### config.mk
export PLATFORM = sky130hd
export DESIGN_NAME = sicp_port
export DESIGN_NICKNAME = d
export VERILOG_FILES = /design/src/logic/sicp_pkg.sv /design/src/logic/sicp_port.sv /design/src/logic/sicp_rx_hold.sv
export SDC_FILE = /design/constraint.sdc
export NUM_CORES = 1
export LEC_CHECK = 0
export BUFFER_PORTS_ARGS = -buffer_cell sky130_fd_sc_hd__clkbuf_2
export CAP_MARGIN = 20
export CORE_AREA = 5 5 125 215
export DETAILED_ROUTE_END_ITERATION = 12
export DIE_AREA = 0 0 130 220
export PLACE_DENSITY = 0.77
export SKIP_LAST_GASP = 1
export SYNTH_ARGS = -nofsm -noshare
export SYNTH_HDL_FRONTEND = slang
export SYNTH_SLANG_ARGS = --single-unit
### constraint.sdc
create_clock -name clk_sys -period 8.8 [get_ports clk_sys]
set_clock_uncertainty 0.15 [all_clocks]
set_input_delay 1.76 -clock clk_sys [delete_from_list [all_inputs] [get_ports clk_sys]]
set_output_delay 1.76 -clock clk_sys [all_outputs]
set_load 0.05 [all_outputs]
### src/logic/sicp_pkg.sv
// package for the serial interconnect port connection-service adapter
// assumes one clock domain; buffers are addressed by a base pointer from the port layer
package sicp_pkg;
  // ------------------------------------------------------------
  // widths
  // ------------------------------------------------------------
  localparam int SICP_CHAR_W = 8;                       // encoded character width
  localparam int SICP_ADDR_W = 16;                      // buffer address width
  localparam int SICP_SIZE_W = 16;                      // buffer size / count width
  localparam int SICP_CONN_W = 4;                       // connection identifier width
  localparam int SICP_RXQ_D  = 16;                      // receive holding depth
  localparam int SICP_RXQ_AW = 4;                       // receive holding pointer width
  // ------------------------------------------------------------
  // constants
  // ------------------------------------------------------------
  localparam logic [SICP_CONN_W-1:0] SICP_CONN_ID  = 4'h1;   // the single connection id
  localparam logic [SICP_SIZE_W-1:0] SICP_SIZE_ZERO = 16'h0000;
  localparam logic [SICP_SIZE_W-1:0] SICP_SIZE_ONE  = 16'h0001;
  localparam logic [SICP_RXQ_AW:0]   SICP_CNT_ONE   = 5'h01;
  localparam logic [SICP_RXQ_AW:0]   SICP_CNT_FULL  = 5'h10;

  // service request codes
  typedef enum logic [2:0] {
    SICP_REQ_CONNECT = 3'h0,
    SICP_REQ_LISTEN  = 3'h1,
    SICP_REQ_SEND    = 3'h2,
    SICP_REQ_RECEIVE = 3'h3,
    SICP_REQ_CLOSE   = 3'h4
  } sicp_req_e_t;

  // service response codes
  typedef enum logic [2:0] {
    SICP_RSP_GOOD       = 3'h0,
    SICP_RSP_INV_CONN   = 3'h1,
    SICP_RSP_PORT_USE   = 3'h2,
    SICP_RSP_RX_PEND    = 3'h3,
    SICP_RSP_NO_RES     = 3'h4,
    SICP_RSP_INV_BUF    = 3'h5
  } sicp_rsp_e_t;

  // request from the port layer
  typedef struct packed {
    logic                   valid;
    sicp_req_e_t            code;
    logic [SICP_CONN_W-1:0] conn;
    logic [SICP_ADDR_W-1:0] buf_addr;
    logic [SICP_SIZE_W-1:0] buf_size;
  } sicp_req_t;

  // response to the port layer
  typedef struct packed {
    logic        valid;
    sicp_rsp_e_t status;
  } sicp_rsp_t;

  // indication to the port layer
  typedef struct packed {
    logic                   connected;
    logic                   received;
    logic                   closed;
    logic [SICP_CONN_W-1:0] conn;
    logic [SICP_ADDR_W-1:0] buf_addr;
    logic [SICP_SIZE_W-1:0] count;
  } sicp_ind_t;

  // buffer memory access (reads for send, writes for receive)
  typedef struct packed {
    logic                   rd_en;
    logic [SICP_ADDR_W-1:0] rd_addr;
    logic                   wr_en;
    logic [SICP_ADDR_W-1:0] wr_addr;
    logic [SICP_CHAR_W-1:0] wr_data;
  } sicp_mem_t;
endpackage

### src/logic/sicp_port.sv
// serial interconnect port connection-service adapter, top level
// assumes port layer issues one request per cycle and keeps its own buffers in a memory
// reached through the memory port; send read data stands in the rd_en cycle
`timescale 1ns/100ps

// Overview of operation
// - connect or listen opens connection immediately
// - connect or listen sends nothing on link
// - connected indication with id on accept
// - second open refused with port in use
// - send size counts encoded characters exactly
// - receive writes no more than size
// - received uses buffer of last receive
// - received count equals characters written
// - accepted send characters still sent after close
// - link characters after close may drop
// - undelivered characters still delivered after close
// - closed raised only after all delivered
// - second receive refused as outstanding
// - no received after closed until connected
module sicp_port
  import sicp_pkg::*;
(
  input  wire logic                   clk_sys,
  input  wire logic                   sys_rst,
  input  wire sicp_pkg::sicp_req_t    req,        // service request
  output sicp_pkg::sicp_rsp_t         rsp,        // service response
  output sicp_pkg::sicp_ind_t         ind,        // service indications
  output sicp_pkg::sicp_mem_t         mem,        // buffer memory access
  input  wire logic [SICP_CHAR_W-1:0] memRdData,  // send buffer read data
  output logic                        txValid,    // character to the physical link
  output logic [SICP_CHAR_W-1:0]      txData,
  input  wire logic                   txReady,
  input  wire logic                   rxValid,    // character from the physical link
  input  wire logic [SICP_CHAR_W-1:0] rxData,
  output logic                        rxReady
);
  import sicp_pkg::*;

  // ------------------------------------------------------------
  // connection state
  // ------------------------------------------------------------
  // idle: no connection; open: link taken;
  // closing: both sides drain, then back to idle
  typedef enum {ST_IDLE, ST_OPEN, ST_CLOSING} sicp_conn_t;
  sicp_conn_t connSt_r;                            // connection state
  sicp_conn_t connSt_nxt;

  // send engine
  logic                   txBusy_r;                // send in progress
  logic [SICP_ADDR_W-1:0] txAddr_r;                // next read address
  logic [SICP_SIZE_W-1:0] txLeft_r;                // characters not yet fetched
  logic                   txPend_r;                // fetched character waiting for link
  logic                   rdWait_r;                // read issued last cycle
  logic [SICP_SIZE_W-1:0] txSize_r;                // size of the send in flight
  logic [SICP_SIZE_W-1:0] txSent_r;                // characters the link took

  // receive engine
  logic                   rxArmed_r;               // receive outstanding
  logic [SICP_ADDR_W-1:0] rxBase_r;                // buffer of last receive
  logic [SICP_SIZE_W-1:0] rxMax_r;                 // size limit of last receive
  logic [SICP_SIZE_W-1:0] rxCnt_r;                 // characters written so far
  // ------------------------------------------------------------
  // request decode
  // ------------------------------------------------------------
  wire isOpenReq  = req.valid && (req.code == SICP_REQ_CONNECT || req.code == SICP_REQ_LISTEN);
  wire isSendReq  = req.valid && (req.code == SICP_REQ_SEND);
  wire isRecvReq  = req.valid && (req.code == SICP_REQ_RECEIVE);
  wire isCloseReq = req.valid && (req.code == SICP_REQ_CLOSE);
  wire connIdOk   = (req.conn == SICP_CONN_ID);
  wire isOpen     = (connSt_r == ST_OPEN);
  wire isClosing  = (connSt_r == ST_CLOSING);

  // accepted requests
  wire openOk  = isOpenReq && (connSt_r == ST_IDLE);
  wire sendOk  = isSendReq && isOpen && connIdOk && !txBusy_r;
  wire recvOk  = isRecvReq && (isOpen || isClosing) && connIdOk && !rxArmed_r
                 && (req.buf_size != SICP_SIZE_ZERO);
  wire closeOk = isCloseReq && isOpen && connIdOk;

  // status selection; for data requests a foreign id
  // is reported before any state-based refusal
  sicp_rsp_e_t rspCode;
  always_comb begin
    rspCode = SICP_RSP_GOOD;
    if (isOpenReq && !openOk) rspCode = SICP_RSP_PORT_USE;
    else if ((isSendReq || isRecvReq || isCloseReq) && !connIdOk) rspCode = SICP_RSP_INV_CONN;
    else if (isSendReq && !isOpen) rspCode = SICP_RSP_INV_CONN;
    else if (isSendReq && txBusy_r) rspCode = SICP_RSP_NO_RES;
    else if (isRecvReq && !(isOpen || isClosing)) rspCode = SICP_RSP_INV_CONN;
    else if (isRecvReq && rxArmed_r) rspCode = SICP_RSP_RX_PEND;
    else if (isRecvReq && req.buf_size == SICP_SIZE_ZERO) rspCode = SICP_RSP_INV_BUF;
    else if (isCloseReq && !isOpen) rspCode = SICP_RSP_INV_CONN;
  end

  // ------------------------------------------------------------
  // receive path
  // ------------------------------------------------------------
  logic                   holdEmpty;
  logic [SICP_CHAR_W-1:0] holdData;
  logic                   holdReady;
  wire rxFlush  = (connSt_r == ST_IDLE);
  // take only under the registered ready, so far side and queue
  // agree; ready drops with close, later characters stay out
  wire rxTake   = rxValid && rxReady;
  // one write per cycle, never past the receive size
  wire rxWrite  = rxArmed_r && !holdEmpty && (rxCnt_r != rxMax_r);
  wire [SICP_SIZE_W-1:0] rxCntInc = rxCnt_r + SICP_SIZE_ONE;
  // deliver when buffer full, or queue drained with something written
  wire rxDone   = rxArmed_r && (rxCnt_r != SICP_SIZE_ZERO)
                  && ((rxCnt_r == rxMax_r) || holdEmpty);
  // in closing, nothing more can arrive, so an empty queue ends it
  wire allDelivered = holdEmpty && !(rxArmed_r && rxCnt_r != SICP_SIZE_ZERO);
  wire closeDone    = isClosing && allDelivered && !txBusy_r;

  // holds link characters until a receive is armed
  sicp_rx_hold u_hold (
    .clk_sys   (clk_sys),
    .sys_rst   (sys_rst),
    .flush     (rxFlush),
    .pushValid (rxTake),
    .pushData  (rxData),
    .pushReady (holdReady),
    .popReq    (rxWrite),
    .popData   (holdData),
    .holdEmpty (holdEmpty)
  );

  // ------------------------------------------------------------
  // connection state machine
  // ------------------------------------------------------------
  // next state; close cannot finish while the send
  // or the receive side still holds characters
  always_comb begin
    connSt_nxt = connSt_r;
    case (connSt_r)
      ST_IDLE:    if (openOk) connSt_nxt = ST_OPEN;
      ST_OPEN:    if (closeOk) connSt_nxt = ST_CLOSING;
      ST_CLOSING: if (closeDone) connSt_nxt = ST_IDLE;
      default:    connSt_nxt = ST_IDLE;
    endcase
  end

  // state register
  always_ff @(posedge clk_sys or posedge sys_rst) begin
    if (sys_rst) connSt_r <= ST_IDLE;
    else         connSt_r <= connSt_nxt;
  end

  // ------------------------------------------------------------
  // send engine: fetch one character, hold it until link takes it
  // ------------------------------------------------------------
  wire txFire  = txPend_r && txReady;
  wire fetchGo = txBusy_r && (txLeft_r != SICP_SIZE_ZERO) && !rdWait_r && (!txPend_r);
  wire txLast  = txFire && (txLeft_r == SICP_SIZE_ZERO);

  // one send held at a time; a second is refused, not queued
  // a zero-length send completes without touching the link
  always_ff @(posedge clk_sys or posedge sys_rst) begin
    if (sys_rst) begin
      txBusy_r <= 1'b0;
      txAddr_r <= '0;
      txLeft_r <= '0;
    end else if (sendOk) begin
      txBusy_r <= (req.buf_size != SICP_SIZE_ZERO);
      txAddr_r <= req.buf_addr;
      txLeft_r <= req.buf_size;
    end else begin
      if (fetchGo) begin
        txAddr_r <= txAddr_r + SICP_SIZE_ONE;
        txLeft_r <= txLeft_r - SICP_SIZE_ONE;
      end
      if (txLast) txBusy_r <= 1'b0;
    end
  end

  // capture of the fetch answer and hold for the link
  always_ff @(posedge clk_sys or posedge sys_rst) begin
    if (sys_rst) begin
      rdWait_r <= 1'b0;
      txPend_r <= 1'b0;
      txData   <= '0;
    end else begin
      rdWait_r <= fetchGo;
      if (rdWait_r) begin
        txPend_r <= 1'b1;
        txData   <= memRdData;
      end else if (txFire) begin
        txPend_r <= 1'b0;
      end
    end
  end
  assign txValid = txPend_r;

  // tally of link takes, kept apart from the fetch count for the checks
  always_ff @(posedge clk_sys or posedge sys_rst) begin
    if (sys_rst) begin
      txSize_r <= '0;
      txSent_r <= '0;
    end else if (sendOk) begin
      txSize_r <= req.buf_size;
      txSent_r <= '0;
    end else if (txFire) begin
      txSent_r <= txSent_r + SICP_SIZE_ONE;
    end
  end

  // ------------------------------------------------------------
  // receive engine
  // ------------------------------------------------------------
  always_ff @(posedge clk_sys or posedge sys_rst) begin
    if (sys_rst) begin
      rxArmed_r <= 1'b0;
      rxBase_r  <= '0;
      rxMax_r   <= '0;
      rxCnt_r   <= '0;
    // a receive that meets the end of close is dropped with it
    end else if (recvOk && !closeDone) begin
      rxArmed_r <= 1'b1;
      rxBase_r  <= req.buf_addr;
      rxMax_r   <= req.buf_size;
      rxCnt_r   <= '0;
    end else if (rxDone || closeDone || connSt_r == ST_IDLE) begin
      rxArmed_r <= 1'b0;
      rxCnt_r   <= '0;
    end else if (rxWrite) begin
      rxCnt_r   <= rxCntInc;
    end
  end

  // ------------------------------------------------------------
  // registered outputs: every pin from a flop, so no far-side
  // combinational path can loop back into the request
  // ------------------------------------------------------------
  always_ff @(posedge clk_sys or posedge sys_rst) begin
    if (sys_rst) begin
      rsp     <= '0;
      ind     <= '0;
      mem     <= '0;
      rxReady <= 1'b0;
    end else begin
      rsp.valid     <= req.valid;
      rsp.status    <= rspCode;
      ind.connected <= openOk;
      ind.received  <= rxDone && !closeDone;
      ind.closed    <= closeDone;
      ind.conn      <= SICP_CONN_ID;
      ind.buf_addr  <= rxBase_r;
      ind.count     <= rxCnt_r;
      mem.rd_en     <= fetchGo;
      mem.rd_addr   <= txAddr_r;
      mem.wr_en     <= rxWrite;
      mem.wr_addr   <= rxBase_r + rxCnt_r;
      mem.wr_data   <= holdData;
      // open next cycle and two slots free
      rxReady       <= holdReady && (connSt_nxt == ST_OPEN);
    end
  end

  // ------------------------------------------------------------
  // checks
  // ------------------------------------------------------------
  // all checks rest during reset; the bench itself
  // looks at the outputs settling to zero there
  open_busy_a: assert property (@(posedge clk_sys) disable iff (sys_rst)
    (isOpenReq && connSt_r != ST_IDLE) |=> (rsp.valid && rsp.status == SICP_RSP_PORT_USE))
    else $error("open while connected not refused");
  open_ind_a: assert property (@(posedge clk_sys) disable iff (sys_rst)
    openOk |=> (ind.connected && connSt_r == ST_OPEN && ind.conn == SICP_CONN_ID))
    else $error("open without connected indication");
  open_quiet_a: assert property (@(posedge clk_sys) disable iff (sys_rst)
    (openOk && !txBusy_r) |=> ##1 !txValid)
    else $error("link driven by open");
  rx_pend_a: assert property (@(posedge clk_sys) disable iff (sys_rst)
    (isRecvReq && rxArmed_r && connIdOk) |=> (rsp.status == SICP_RSP_RX_PEND))
    else $error("second receive accepted");
  rx_limit_a: assert property (@(posedge clk_sys) disable iff (sys_rst)
    rxArmed_r |-> (rxCnt_r <= rxMax_r))
    else $error("receive overran buffer");
  rx_count_a: assert property (@(posedge clk_sys) disable iff (sys_rst)
    ind.received |-> (ind.count != SICP_SIZE_ZERO && ind.count <= rxMax_r && ind.buf_addr == rxBase_r))
    else $error("received count wrong");
  closed_drain_a: assert property (@(posedge clk_sys) disable iff (sys_rst)
    closeDone |-> (holdEmpty && !txBusy_r && !txPend_r))
    else $error("closed before drain");
  closed_quiet_a: assert property (@(posedge clk_sys) disable iff (sys_rst)
    ind.closed |=> (!ind.received)[*2])
    else $error("received after closed");
  bad_id_a: assert property (@(posedge clk_sys) disable iff (sys_rst)
    (isSendReq && !connIdOk) |=> (rsp.status == SICP_RSP_INV_CONN))
    else $error("foreign id accepted");
  tx_count_a: assert property (@(posedge clk_sys) disable iff (sys_rst)
    txLast |-> (txSent_r + SICP_SIZE_ONE == txSize_r))
    else $error("send length wrong");

  // main scenarios: open, delivery, drained close, full send
  open_c:  cover property (@(posedge clk_sys) disable iff (sys_rst) openOk);
  recv_c:  cover property (@(posedge clk_sys) disable iff (sys_rst) ind.received);
  close_c: cover property (@(posedge clk_sys) disable iff (sys_rst) isClosing ##[1:50] ind.closed);
  send_c:  cover property (@(posedge clk_sys) disable iff (sys_rst) txLast);
endmodule

### src/logic/sicp_rx_hold.sv
// receive character holding queue for the serial interconnect port
// assumes a synchronous flush and one push/pop port each
`timescale 1ns/100ps
module sicp_rx_hold
  import sicp_pkg::*;
(
  input  wire logic                   clk_sys,
  input  wire logic                   sys_rst,
  input  wire logic                   flush,      // drop all held characters
  input  wire logic                   pushValid,  // character from the link
  input  wire logic [SICP_CHAR_W-1:0] pushData,
  output logic                        pushReady,  // two slots free
  input  wire logic                   popReq,     // take head character
  output logic [SICP_CHAR_W-1:0]      popData,
  output logic                        holdEmpty
);
  // ------------------------------------------------------------
  // storage
  // ------------------------------------------------------------
  logic [SICP_CHAR_W-1:0] mem [SICP_RXQ_D];     // character array
  logic [SICP_RXQ_AW-1:0] wrPtr_r;              // write pointer
  logic [SICP_RXQ_AW-1:0] rdPtr_r;              // read pointer
  logic [SICP_RXQ_AW:0]   cnt_r;                // fill count

  wire notFull = (cnt_r != SICP_CNT_FULL);
  wire doPush = pushValid && notFull && !flush;
  wire doPop  = popReq && !holdEmpty && !flush;

  // ready wants two free slots: the caller registers it, so one
  // more push may land after it was formed
  assign pushReady = (cnt_r < (SICP_CNT_FULL - SICP_CNT_ONE));
  assign holdEmpty = (cnt_r == '0);
  assign popData   = mem[rdPtr_r];

  // pointer and count update; flush wins so nothing stale survives
  always_ff @(posedge clk_sys or posedge sys_rst) begin
    if (sys_rst) begin
      wrPtr_r <= '0;
      rdPtr_r <= '0;
      cnt_r   <= '0;
    end else if (flush) begin
      wrPtr_r <= '0;
      rdPtr_r <= '0;
      cnt_r   <= '0;
    end else begin
      if (doPush) wrPtr_r <= wrPtr_r + 1'b1;
      if (doPop)  rdPtr_r <= rdPtr_r + 1'b1;
      if (doPush && !doPop) cnt_r <= cnt_r + SICP_CNT_ONE;
      else if (doPop && !doPush) cnt_r <= cnt_r - SICP_CNT_ONE;
    end
  end

  // data array has no reset
  always_ff @(posedge clk_sys) begin
    if (doPush) mem[wrPtr_r] <= pushData;
  end
endmodule

==> metrics.cfg <==
[setup_path]
cp.required_ps=9100
critical_path_class=reg -> reg
worstRegToRegCells=12
cp-startpoint=rxCnt_r[3]
crit_path_end_kind=flip-flop
regToRegEndpoint=u_hold.cnt_r[4]
cp_max_fo=22
reg2reg_slack_ps=4710
endpoint=u_hold.cnt_r[4]
r2r-start=rxCnt_r[3]
cp.arrival_ps=4390
critPathLaunchType=flip-flop

[yosys]
synthMuxAreaShare_pct=8.24
synth_area_per_cell_sq_um=13.5
synth_compound_area_share_pct=7.80
synth_top_family_by_area=simple AND/OR/NAND/NOR gates
ys_warn_count=0
synth_xor_area_share_pct=3.10
synthFlopType=dfrtp_1
synthTopCellsByCount=dfrtp_1, edfxtp_1, nand2_1
synth_seq_cells=347
synth_area_leaders=dfrtp_1, edfxtp_1, mux4_2
yosysTopAreaCell=dfrtp_1
seq_area_frac_synth_pct=64.8
async_flop_share_pct=63.1
synth-simple-area-share_pct=10.9
ys_types=71
yosysMostFrequentCell=dfrtp_1
synth_edf_count=128
syn-cell-area_sq_mm=0.0144
synth_fa_ha_area_share_pct=2.63
synthCells=1064
synth_top_area_share_pct=38.1

[die]
ios=155
dieArea_sq_mm=0.0286
start_util_pct=57.4
die_w_microns=130
core.rowCount=77
coreArea_sq_mm=0.0250
dieHeight_microns=220

[cells_and_area]
antenna_cells=0
final_nets=1335
fin_area_sq_mm=0.0165
synthToLayoutAreaGrowth_pct=14.7
drive_above_1_share_pct=20.3

[power_and_ir_drop]
power_density_mw_per_mm2=182
p_leak_nw=7.27
p_comb_share_pct=2.1
p_int_mw=2.40
p_seq_share_pct=56.1
p_clk_share_pct=41.8
switching_power_uw=607
peakVddDrop_mv=0.175
p_sw_share_pct=20.2

[timing]
rsz0062_at_grt=false
slew_violations=0
tightest_slew_ps=1000
finalCriticalPeriod_ps=4090
fin_crit_sh_pct=46.5
max_freq_mhz=245
final_hold_viol_count=0
finalSetupViolations=0
tns_ps=0
slew-limit-headroom_pct=32.6

[cts]
cts_made_buffers=30
cts_sinks=347
post_cts_buffers=0
ctsRootBufferMaster=clkbuf_16
clockBufferDepth=3
holdBufCountCts=0
cts_tree=built
cts_resized=0
clk_latency_ps=560
cts_max_level=1
clk_pin_slew_worst_paths_ps=60

[grt]
grt_pass1_wl_microns=50000
grt_util_all_layers_pct=22.6
overflow=0
antenna_found_initial=0
grt_pass1_vias=9467
grt_start_max_net_pins=82

[place]
dpl_cell_area_sq_mm=0.0156
dp_hpwl_microns=23000
place_congestion=0.872
io_buffers=151

[drt]
detail_route.vias_per_cell=5.81
drtIter0Drc=587
vias=9210
wl_microns=31700
drc=0
dr.pass1.iters=5
wl_per_cell_microns=20.0
ant_nets=0

[flow_run]
maxCapViolations=0

[worst_hold_path]
hold_path_class=reg -> reg

[outcome]
run_status=complete, no violations

[routing by layer]
layer / up-vias / part of all wire (%) / track usage (%)
met5: - / 0 / 0
met4: 0 / 5.0 / 10.7
met3: 93 / 4.9 / 3.42
met2: 273 / 55 / 41.5
met1: 4582 / 35 / 25.2
li1: 4262 / - / -
[critical path: stages (launching register included)]
cell and delay [ps]:
dfrtp_1 560, xor2_1 240, nor4_1 410, nand4_1 240
nand3_1 720, nand2_1 290, fa_1 480, a21o_1 190
a21oi_1 180, a31oi_1 70, a22oi_1 230, xnor2_1 160
nor2_1 60
[power groups by stage]
stage	Combinational [mW]	Clock, mW	Sequential (mW)
after floorplan	0.0246	0	1.72
after global placement	0.0620	0	1.72
after detailed placement	0.0640	0	1.72
after CTS	0.0641	1.28	1.69
after global routing	0.0720	1.35	1.69
final	0.0633	1.26	1.69
[state kept, by name, indices dropped and copies added, names as in the netlist, 5 cells and up]
name / flops
ind: 36
txAddr_r: 16
txLeft_r: 16
txData: 8
rxBase_r: 16
u_hold.mem: 128
rxCnt_r: 16
rxMax_r: 16
connSt_r: 32
u_hold.cnt_r: 5
mem: 42
[cells by family after synthesis]
group,Yosys count
flip-flops,347
AND/OR/NAND/NOR,296
buffers and inverters,78
other,2
adder cells (fa/ha/maj),29
AO/OA/AOI/OAI,168
multiplexers,93
XOR/XNOR,51
[layout make-up]
class | count | area (sq um)
clock buffers | 46 | 862
clock inverters | 9 | 83.8
fillers | 1805 | 8540
inverters | 30 | 120
multi-input cells | 671 | 4850
flip-flops and latches | 347 | 9330
well taps | 316 | 395
repair buffers | 166 | 868
[through the flow]
stage / hold WS, ps / util, % / worst slack (ps) / std cells / power, mW
floorplan: 218 / - / 897 / 1096 / 1.75
global placement: 244 / 62.1 / 4580 / 1530 / 1.78
detailed placement: 240 / 62.1 / 4470 / 1530 / 1.78
CTS: 256 / 65.9 / 4700 / 1585 / 3.04
global route: 277 / 65.9 / 4400 / 1585 / 3.11
finish: 256 / 65.9 / 4710 / 1585 / 3.01
[cell usage in the layout, fill, tap and decap left out, types with 28 or more instances in the layout]
cell,synthesis,layout
inv_1,29,28
edfxtp_1,128,128
mux2_1,29,29
nand2_1,74,74
nor2_1,65,65
a21oi_1,35,35
dfrtp_1,219,218
clkbuf_16,0,30
mux2i_1,33,33
nor4_1,28,28
clkbuf_2,0,152
o21ai_0,37,37
conb_1,2,34
[worst min-delay path by stage]
stage | start | to | slack, ps | cells past startpoint
after floorplan | txAddr_r[15] | mem[40] | 220 | 0
after global placement | rxBase_r[13] | ind[29] | 240 | 0
after detailed placement | txAddr_r[15] | mem[40] | 240 | 0
after CTS | txAddr_r[15] | mem[40] | 260 | 0
after global routing | rxBase_r[0] | ind[16] | 280 | 0
final | rxBase_r[11] | ind[27] | 260 | 0
(Power assumes the default switching activity.)
